## src/core/dbd_regs.vh

```
// Constants for the debug breakpoint detection logic: field positions, encodings and reset values.
// Assumes inclusion by bare name from the design files of this block.
`ifndef DBD_REGS_VH
`define DBD_REGS_VH
`define DBD_NUM_BP          4
`define DBD_VECTOR          8'h01
`define DBD_RW_EXEC         2'h0
`define DBD_RW_WRITE        2'h1
`define DBD_RW_IO           2'h2
`define DBD_RW_RDWR         2'h3
`define DBD_LEN_1           2'h0
`define DBD_LEN_2           2'h1
`define DBD_LEN_8           2'h2
`define DBD_LEN_4           2'h3
`define DBD_CTL_GD_BIT      13
`define DBD_ST_BD_BIT       13
`define DBD_ST_BS_BIT       14
`define DBD_ST_BT_BIT       15
`define DBD_CTL_RESET       32'h00000400
`define DBD_STATUS_RESET    16'h0000
`endif

```

## src/core/dbd_match.v

```verilog
// Address comparator for one breakpoint address register against one access.
// Assumes access size is one to eight bytes, given as a byte count minus one.
module dbd_match #(
  parameter AW = 64
) (
  input  wire [AW-1:0] bp_addr,   // Breakpoint address register value.
  input  wire [1:0]    len,       // Match length field.
  input  wire [AW-1:0] acc_addr,  // First byte of the access.
  input  wire [2:0]    acc_size_m1, // Access size in bytes minus one.
  output wire          hit        // Some accessed byte lies inside the range.
);
`include "dbd_regs.vh"

  // Mask of low address bits ignored for a given length encoding.
  function [AW-1:0] low_mask;
    input [1:0] l;
    begin
      case (l)
        `DBD_LEN_2: low_mask = {{(AW-1){1'b0}}, 1'b1};
        `DBD_LEN_4: low_mask = {{(AW-2){1'b0}}, 2'h3};
        `DBD_LEN_8: low_mask = {{(AW-3){1'b0}}, 3'h7};
        default:    low_mask = {AW{1'b0}};
      endcase
    end
  endfunction

  wire [AW-1:0] mask     = low_mask(len);
  wire [AW-1:0] rng_lo   = bp_addr & ~mask;
  wire [AW-1:0] rng_hi   = rng_lo | mask;
  wire [AW-1:0] acc_last = acc_addr + {{(AW-3){1'b0}}, acc_size_m1};

  // Ranges overlap when neither lies wholly beyond the other.
  assign hit = (acc_addr <= rng_hi) && (acc_last >= rng_lo);
endmodule // dbd_match

```

## src/core/dbd_step.v

```verilog
// Single-step tracker: follows the trap flag and decides when a step trap is due.
// Assumes one retire pulse per completed instruction from the pipeline.
module dbd_step (
  input  wire clk,         // Core clock.
  input  wire reset,       // Synchronous reset, active high.
  input  wire retire,      // One instruction completed this cycle.
  input  wire trap_flag,   // Trap flag value after the retiring instruction.
  output reg  step_due     // A step trap is due for this retiring instruction.
);
  reg armed_cnt_done;      // Trap flag has been seen set across one retirement.
  reg seen_set;            // Trap flag was set after the previous retirement.

  // Skip the setting instruction and the next one before stepping begins.
  always @* begin
    step_due = retire & trap_flag & seen_set & armed_cnt_done;
  end

  // Track how many retirements have passed with the trap flag set.
  always @(posedge clk) begin
    if (reset) begin
      seen_set       <= 1'b0;
      armed_cnt_done <= 1'b0;
    end else if (retire) begin
      armed_cnt_done <= trap_flag & seen_set;
      seen_set       <= trap_flag;
    end
  end
endmodule // dbd_step

```

## src/core/dbd_detect.v

```verilog
// Debug condition detection: breakpoints, task-switch, guarded access and single step.
// Assumes the pipeline presents one instruction at a time and acknowledges each request with taken.
`include "dbd_regs.vh"
// Summary of operation
// - Instruction and guard hits fault before execution; others trap after.
// - Debug exception uses interrupt vector one.
// - Pending data traps precede next instruction match; same instruction: fault first.
// - Breakpoint armed only when its local or global enable is set.
// - Execute type with one-byte length matches next instruction address.
// - Instruction match sets hit flag, returns to matched instruction.
// - Resume flag suppresses instruction matches for one instruction, then clears.
// - Type 01 matches writes, type 11 reads and writes.
// - Length codes one, two, four, eight bytes; eight only in long mode.
// - Data match traps after instruction, sets hit, returns to next instruction.
// - Repeated string data match may return to the string instruction.
// - Type 10 is an I/O match only with the I/O extension bit set.
// - I/O lengths are byte, word and doubleword operations.
// - I/O port address is zero-extended to 64 bits before compare.
// - Repeated string port I/O traps after each iteration while matching.
// - Task-breakpoint switch traps before first instruction, sets task hit.
// - Guarded register access faults, clears guard, sets access hit.
// - Trap flag steps every instruction except the setter and its follower.
// - Step trap clears trap flag, sets step hit, pushed flags keep it.
// - Step trap wins over external interrupt, taken in handler entry.
// - Software interrupt, one-byte breakpoint, overflow trap clear trap flag.
// - Task switch clears local enables, never global ones.
// - Match when any accessed byte lies in the masked range.
module dbd_detect #(
  parameter AW = 64,
  parameter NB = `DBD_NUM_BP
) (
  input  wire            clk,            // Core clock.
  input  wire            reset,          // Synchronous reset, active high.
  input  wire [AW*NB-1:0] bp_addr,       // Breakpoint address registers, packed.
  input  wire            ctl_wr,         // Write to the debug control register.
  input  wire [31:0]     ctl_wdata,      // Write data for the control register.
  input  wire            status_clr,     // Software clears the status flags.
  input  wire            io_trap_extension_on, // I/O breakpoint extension enable.
  input  wire            long_mode,      // Long mode active.
  input  wire            fetch_valid,    // Next instruction about to execute.
  input  wire [AW-1:0]   fetch_addr,     // Virtual address of next instruction.
  input  wire            fetch_dr_access,// Next instruction accesses a breakpoint register.
  input  wire            retire,         // Instruction completed this cycle.
  input  wire [AW-1:0]   retire_addr,    // Address of completed instruction.
  input  wire [AW-1:0]   next_addr,      // Address of following instruction.
  input  wire            mem_rd,         // Completed instruction read memory.
  input  wire            mem_wr,         // Completed instruction wrote memory.
  input  wire [AW-1:0]   mem_addr,       // Data virtual address.
  input  wire [2:0]      mem_size_m1,    // Data size minus one.
  input  wire            io_acc,         // Completed instruction did port I/O.
  input  wire [15:0]     io_port,        // Port address.
  input  wire [2:0]      io_size_m1,     // Port size minus one.
  input  wire            rep_incomplete, // Repeated string loop not yet finished.
  input  wire            trap_flag,      // Trap flag after the completed instruction.
  input  wire            resume_flag,    // Resume flag.
  input  wire            clr_tf_instr,   // Completed instruction is a software interrupt kind.
  input  wire            task_switch,    // Task switch finished loading state.
  input  wire            task_bp_bit,    // New task has its breakpoint bit set.
  input  wire            ext_irq,        // External interrupt pending.
  input  wire            taken,          // Sequencer accepted the request.
  output reg             fault_req,      // Fault request before execution.
  output reg             trap_req,       // Trap request after execution.
  output wire [7:0]      vector,         // Exception vector number.
  output reg  [AW-1:0]   ret_addr,       // Return address to push.
  output reg             push_tf,        // Trap flag value for pushed flags image.
  output reg             clear_tf,       // Clear trap flag on entry.
  output reg             clear_rf,       // Clear resume flag.
  output reg             irq_after,      // Take pending interrupt before handler runs.
  output reg  [31:0]     debug_control_reg, // Debug control register.
  output reg  [15:0]     debug_status_reg   // Debug status register.
);

  // Exception vector is constant.
  assign vector = `DBD_VECTOR;

  wire [NB-1:0] i_hit;
  wire [NB-1:0] d_hit;
  wire [NB-1:0] p_hit;
  wire          step_due;
  wire [AW-1:0] io_addr = {{(AW-16){1'b0}}, io_port};

  // Field helpers for the control register.
  function armed;
    input [31:0] c;
    input integer n;
    begin
      armed = c[2*n] | c[2*n+1];
    end
  endfunction

  function [1:0] rw_of;
    input [31:0] c;
    input integer n;
    begin
      rw_of = c[16+4*n +: 2];
    end
  endfunction

  function [1:0] len_of;
    input [31:0] c;
    input integer n;
    begin
      len_of = c[18+4*n +: 2];
    end
  endfunction

  // Per-register comparators for fetch, data and port accesses.
  genvar g;
  generate
    for (g = 0; g < NB; g = g + 1) begin : g_bp
      wire [1:0] rw  = rw_of(debug_control_reg, g);
      wire [1:0] len = len_of(debug_control_reg, g);
      wire       en  = armed(debug_control_reg, g);
      wire       len_ok = (len != `DBD_LEN_8) | long_mode;
      wire       fm, dm, pm;
      dbd_match #(.AW(AW)) u_f (
        .bp_addr     (bp_addr[g*AW +: AW]),
        .len         (`DBD_LEN_1),
        .acc_addr    (fetch_addr),
        .acc_size_m1 (3'h0),
        .hit         (fm)
      );
      dbd_match #(.AW(AW)) u_d (
        .bp_addr     (bp_addr[g*AW +: AW]),
        .len         (len),
        .acc_addr    (mem_addr),
        .acc_size_m1 (mem_size_m1),
        .hit         (dm)
      );
      dbd_match #(.AW(AW)) u_p (
        .bp_addr     (bp_addr[g*AW +: AW]),
        .len         (len),
        .acc_addr    (io_addr),
        .acc_size_m1 (io_size_m1),
        .hit         (pm)
      );
      // Execute match needs the one-byte length.
      assign i_hit[g] = en & fetch_valid & (rw == `DBD_RW_EXEC) & (len == `DBD_LEN_1) & fm;
      // Data match by access type.
      assign d_hit[g] = en & len_ok & dm &
                        (((rw == `DBD_RW_WRITE) & mem_wr) |
                         ((rw == `DBD_RW_RDWR) & (mem_rd | mem_wr)));
      // Port match only under the extension bit; length selects byte, word, doubleword.
      assign p_hit[g] = en & io_trap_extension_on & io_acc & (rw == `DBD_RW_IO) &
                        (len != `DBD_LEN_8) & pm;
    end
  endgenerate

  dbd_step u_step (
    .clk       (clk),
    .reset     (reset),
    .retire    (retire),
    .trap_flag (trap_flag),
    .step_due  (step_due)
  );

  // Pending trap state captured at retirement or task switch, held until taken.
  reg          pend;
  reg [NB-1:0] pend_bits;
  reg          pend_bt;
  reg          pend_bs;
  reg [AW-1:0] pend_ret;
  reg          pend_irq;

  wire         any_trap  = (|d_hit) | (|p_hit) | step_due;
  wire         guard_hit = fetch_valid & fetch_dr_access & debug_control_reg[`DBD_CTL_GD_BIT];
  wire         inst_hit  = (|i_hit) & ~resume_flag;
  wire         tsk_hit   = task_switch & task_bp_bit;

  // Request outputs: pending trap has priority over a fetch fault.
  always @* begin
    trap_req  = pend;
    fault_req = ~pend & (inst_hit | guard_hit);
    push_tf   = 1'b0;
    // Software interrupt, one-byte breakpoint and overflow trap drop the trap flag as they complete.
    clear_tf  = retire & clr_tf_instr;
    irq_after = 1'b0;
    ret_addr  = fetch_addr;
    if (pend) begin
      ret_addr  = pend_ret;
      push_tf   = pend_bs;
      clear_tf  = clear_tf | pend_bs;
      irq_after = pend_irq & pend_bs;
    end
  end

  // Resume flag cleared after the next instruction completes.
  always @* begin
    clear_rf = retire & resume_flag;
  end

  // Capture after-execution conditions; new events win over the take.
  always @(posedge clk) begin
    if (reset) begin
      pend      <= 1'b0;
      pend_bits <= {NB{1'b0}};
      pend_bt   <= 1'b0;
      pend_bs   <= 1'b0;
      pend_ret  <= {AW{1'b0}};
      pend_irq  <= 1'b0;
    end else if (retire & any_trap & ~clr_tf_instr) begin
      pend      <= 1'b1;
      pend_bits <= d_hit | p_hit;
      pend_bt   <= 1'b0;
      pend_bs   <= step_due;
      pend_irq  <= ext_irq;
      // Unfinished repeated string loop returns to itself.
      pend_ret  <= rep_incomplete ? retire_addr : next_addr;
    end else if (retire & ((|d_hit) | (|p_hit))) begin
      pend      <= 1'b1;
      pend_bits <= d_hit | p_hit;
      pend_bt   <= 1'b0;
      pend_bs   <= 1'b0;
      pend_irq  <= 1'b0;
      pend_ret  <= rep_incomplete ? retire_addr : next_addr;
    end else if (tsk_hit) begin
      pend      <= 1'b1;
      pend_bits <= {NB{1'b0}};
      pend_bt   <= 1'b1;
      pend_bs   <= 1'b0;
      pend_irq  <= 1'b0;
      pend_ret  <= fetch_addr;
    end else if (taken & pend) begin
      pend      <= 1'b0;
    end
  end

  // Next control value: a software write first, then the hardware clears on top of it.
  // Layering the clears keeps a task switch or guard fault from being lost beside a write.
  reg [31:0] next_ctl;
  integer    k;
  always @* begin
    next_ctl = debug_control_reg;
    if (ctl_wr) begin
      next_ctl = ctl_wdata;
    end
    // A task switch drops every local enable and leaves the global ones alone.
    if (task_switch) begin
      for (k = 0; k < NB; k = k + 1) begin
        next_ctl[2*k] = 1'b0;
      end
    end
    // A taken guard fault clears the guard so the handler may reach the registers.
    if (taken & ~pend & guard_hit) begin
      next_ctl[`DBD_CTL_GD_BIT] = 1'b0;
    end
  end

  // Control register state.
  always @(posedge clk) begin
    if (reset) begin
      debug_control_reg <= `DBD_CTL_RESET;
    end else begin
      debug_control_reg <= next_ctl;
    end
  end

  // Status flags updated when a request is taken; the set wins over a clear.
  always @(posedge clk) begin
    if (reset) begin
      debug_status_reg <= `DBD_STATUS_RESET;
    end else if (taken & pend) begin
      debug_status_reg[NB-1:0]          <= (status_clr ? {NB{1'b0}} : debug_status_reg[NB-1:0]) | pend_bits;
      debug_status_reg[`DBD_ST_BT_BIT]  <= (debug_status_reg[`DBD_ST_BT_BIT] & ~status_clr) | pend_bt;
      debug_status_reg[`DBD_ST_BS_BIT]  <= (debug_status_reg[`DBD_ST_BS_BIT] & ~status_clr) | pend_bs;
      debug_status_reg[`DBD_ST_BD_BIT]  <= debug_status_reg[`DBD_ST_BD_BIT] & ~status_clr;
    end else if (taken & fault_req) begin
      debug_status_reg[NB-1:0] <= (status_clr ? {NB{1'b0}} : debug_status_reg[NB-1:0]) |
                                  (inst_hit ? i_hit : {NB{1'b0}});
      debug_status_reg[`DBD_ST_BD_BIT] <= (debug_status_reg[`DBD_ST_BD_BIT] & ~status_clr) | guard_hit;
      debug_status_reg[`DBD_ST_BT_BIT] <= debug_status_reg[`DBD_ST_BT_BIT] & ~status_clr;
      debug_status_reg[`DBD_ST_BS_BIT] <= debug_status_reg[`DBD_ST_BS_BIT] & ~status_clr;
    end else if (status_clr) begin
      debug_status_reg <= `DBD_STATUS_RESET;
    end
  end
endmodule // dbd_detect

```

## config.mk

```make
export PLATFORM = sky130hd
export DESIGN_NAME = dbd_detect
export DESIGN_NICKNAME = d
export VERILOG_FILES = /design/src/core/dbd_match.v /design/src/core/dbd_step.v /design/src/core/dbd_detect.v
export VERILOG_INCLUDE_DIRS = /design/src /design/src/core
export SDC_FILE = /design/constraint.sdc
export NUM_CORES = 2
export LEC_CHECK = 0
export BUFFER_PORTS_ARGS = -buffer_cell sky130_fd_sc_hd__buf_2
export CELL_PAD_IN_SITES_DETAIL_PLACEMENT = 0
export CELL_PAD_IN_SITES_GLOBAL_PLACEMENT = 1
export CORE_AREA = 2 2 276 278
export DETAILED_ROUTE_END_ITERATION = 16
export DIE_AREA = 0 0 278 280
export PLACE_DENSITY = 0.74
export SLEW_MARGIN = 25
export SYNTH_ARGS = -nofsm -noshare
export SYNTH_HDL_FRONTEND = slang
export SYNTH_SLANG_ARGS = --single-unit
```

## constraint.sdc

```tcl
create_clock -name clk -period 6.15 [get_ports clk]
set_input_delay 0.3075 -clock clk [delete_from_list [all_inputs] [get_ports clk]]
set_output_delay 0.3075 -clock clk [all_outputs]
set_load 0.05 [all_outputs]
```

==> results.sh <==
export IMPL_worst_skew_pair_late_latency_ns=0.44
export IMPL_dpl_hpwl_mm=155.3
export IMPL_fill_cells=7986
export IMPL_pwr_share_comb_pct=58.9
export IMPL_numCtsBuffers=17
export IMPL_fin_tns_setup_ns=0
export IMPL_cts_setup_buffers=0
export IMPL_drive_above_1_share_pct=24.91
export IMPL_grt_pass1_wl_mm=235.6
export IMPL_core_mm2=0.07519
export IMPL_finalSetupViolations=0
export IMPL_largest_reg_flops=64
export IMPL_top_layer="met5"
export IMPL_avgSynthCellArea_um2=7.909
export IMPL_drv_slew=0
export IMPL_netlist_top_cells_count="ha_1, inv_1, a21oi_1"
export IMPL_register_area_mm2=0.002266
export IMPL_muxShareOfSynthArea_pct=5.395
export IMPL_rsz0062_at_grt="false"
export IMPL_relSlewSlack_pct=21.86
export IMPL_total_power_mw=4.472
export IMPL_cts_sinks=113
export IMPL_cp_required_ns=6.50
export IMPL_start_util_pct=35.07
export IMPL_drc=0
export IMPL_critPathMostFrequentCell="buf_4"
export IMPL_p_sw_mw=2.255
export IMPL_first_pass_iters=6
export IMPL_cts_tree="built"
export IMPL_drt_iter0_drc=3980
export IMPL_netlist_instances=3334
export IMPL_grtUsageTotal_pct=43.50
export IMPL_crit_slowest_cell="or3_1"
export IMPL_routed_via_density=6.207
export IMPL_post_cts_resized=0
export IMPL_hold_viol=0
export IMPL_synthFlopType="dfxtp_1"
export IMPL_synthTopCellsByArea="ha_1, dfxtp_1, xnor2_1, a21oi_1, inv_1"
export IMPL_ir_drop_v=0.0001838
export IMPL_synth_top_family_by_area="adder cells"
export IMPL_gp_congestion=1.114
export IMPL_hold_class="in -> reg"
export IMPL_syn_area_mm2=0.02637
export IMPL_critPathLaunchType="primary input"
export IMPL_tightest_slew_ns=1.172
export IMPL_drt_total_wl_mm=177.3
export IMPL_synth_fa_ha_area_share_pct=31.00
export IMPL_overflow=0
export IMPL_yosys_area_share_simple_pct=18.81
export IMPL_dr_wl_met2_mm=74.21
export IMPL_synth_edf_count=0
export IMPL_yosys_area_top_type="ha_1"
export IMPL_cts_root_buf="clkbuf_16"
export IMPL_crit_buf_inv=6
export IMPL_synth_cell_type_count=77
export IMPL_max_freq_mhz=167.0
export IMPL_row_count=101
export IMPL_ys_ff_latch=113
export IMPL_wl_per_cell_um=34.79
export IMPL_synth_xor_area_share_pct=9.732
export IMPL_antenna_found_initial=28
export IMPL_cp_top_family="simple AND/OR/NAND/NOR gates"
export IMPL_placed_cells=5053
export IMPL_intPower_mw=2.216
export IMPL_drv_cap=0
export IMPL_multi_input_area_mm2=0.02239
export IMPL_cts_hold_buf=0
export IMPL_cts_buffer_depth=2
export IMPL_die_area_mm2=0.07784
export IMPL_fin_worst_skew_ns=0.01269
export IMPL_via_count=31637
export IMPL_worstSetupPathType="in -> reg"
export IMPL_period_needed_ns=5.990
export IMPL_portBuffers=694
export IMPL_die_x_um=278
export IMPL_slowest_delay_ns=0.44
export IMPL_synth_most_common_cell="ha_1"
export IMPL_ios=712
export IMPL_ys_async_sr_fraction_pct=0
export IMPL_drt_met1_wl_mm=70.92
export IMPL_grt_pass1_vias=29712
export IMPL_cp_arrival_ns=6.34
export IMPL_dr_wl_met3_mm=17.99
export IMPL_ant_nets=0
export IMPL_seqPwrFrac_pct=18.0
export IMPL_p_sw_share_pct=50.43
export IMPL_synth_top_area_share_pct=30.84
export IMPL_clockPowerShare_pct=23.1
export IMPL_die_y_um=280
export IMPL_power_density_mw_per_mm2=137.7
export IMPL_grt_max_degree=94
export IMPL_final_nets=5332
export IMPL_synth_compound_area_share_pct=19.52
export IMPL_status="finished, final reports clean"
export IMPL_cp_max_fo=15
export IMPL_yosysWarnings=0
export IMPL_p_leak_nw=16.20
export IMPL_seq_area_frac_synth_pct=8.579
export IMPL_ctsHtreeMaxLevel=4
export IMPL_stdcell_count=5097
export IMPL_cp_end_kind="register"
export IMPL_area_growth_pct=23.12
export IMPL_path_clk_slew_ns=0.07
export IMPL_min_period_over_period_pct=97.39
[stage by stage]
| stage | hold slack [ns] | utilization, % | instance area, µm² | worst slack (ns) |
|---|---|---|---|---|
| 2_1_floorplan | 0.4299 | - | 26420 | 1.281 |
| 3_3_place_gp | 0.4435 | 42.33 | 31830 | 0.04109 |
| 3_5_place_dp | 0.4511 | 42.34 | 31840 | 0.02022 |
| 4_1_cts | 0.07338 | 43.12 | 32420 | 0.4500 |
| 5_1_grt | 0.09280 | 43.16 | 32450 | 0.1023 |
| 6_report | 0.08828 | 43.18 | 32460 | 0.1603 |
[power groups by stage]
stage                     sequential, mW  combinational (mW)  clock, mW
after floorplan                    0.846                1.35          0
after global placement             0.818                2.52          0
after detailed placement           0.817                2.52          0
after CTS                          0.802                2.54       1.04
after global routing               0.807                2.77       1.06
final                              0.804                2.63       1.03
[layout by cell type (no fill, tap or decap), drive strengths merged, types with 7 or more instances in the layout]
master   count
a2111oi      8
a211oi     155
a21o        71
a21oi      247
a221oi      26
and2         8
and3        62
and4        19
buf        868
clkbuf      17
conb        17
dfxtp      113
diode       12
ha         650
inv        314
mux2        41
mux2i       96
nand2      198
nand2b      21
nand3       96
nand4      174
nor2       154
nor2b       23
nor3        46
nor3b        7
nor4        98
o2111ai      9
o211ai      14
o21a        13
o21ai      120
o22ai       23
or3         10
or4         11
xnor2      203
xor2        90
[cells by family (layout without fill, tap and decap cells)]
group / count (synthesis) / count (layout)
AOI/OAI and AO/OA: 752 / 752
adders and majority gates: 652 / 652
other: 2 / 29
and+or+nand+nor: 941 / 941
xor gates and xnor gates: 293 / 293
DFF: 113 / 113
buffers and inverters: 444 / 1202
muxes: 137 / 137
[layer usage]
layer / GRT usage (%) / vias up
met5: 0 / -
met4: 29.37 / 20
met3: 9.126 / 541
met2: 65.68 / 2120
met1: 55.59 / 15007
li1: - / 13949
[layout make-up]
type,instances,area share (%)
clock inverter,15,0.4933
timing repair buffer,868,14.90
tap,978,3.769
antenna,12,0.09250
multi-input combinational,2792,68.96
sequential,113,6.980
inverter,302,3.492
clock buffer,17,1.310
[final timing paths]
kind	startpoint	to	slack, ns	cells after the start
setup reg to reg	debug_control_reg[26]	pend_ret[41]	1.24	12
hold reg to reg	debug_status_reg[2]	debug_status_reg[2]	0.46	2
setup / recovery	mem_addr[12]	pend_ret[41]	0.16	25
hold / removal	ctl_wdata[10]	debug_control_reg[10]	0.09	2
(Power assumes the default switching activity.)
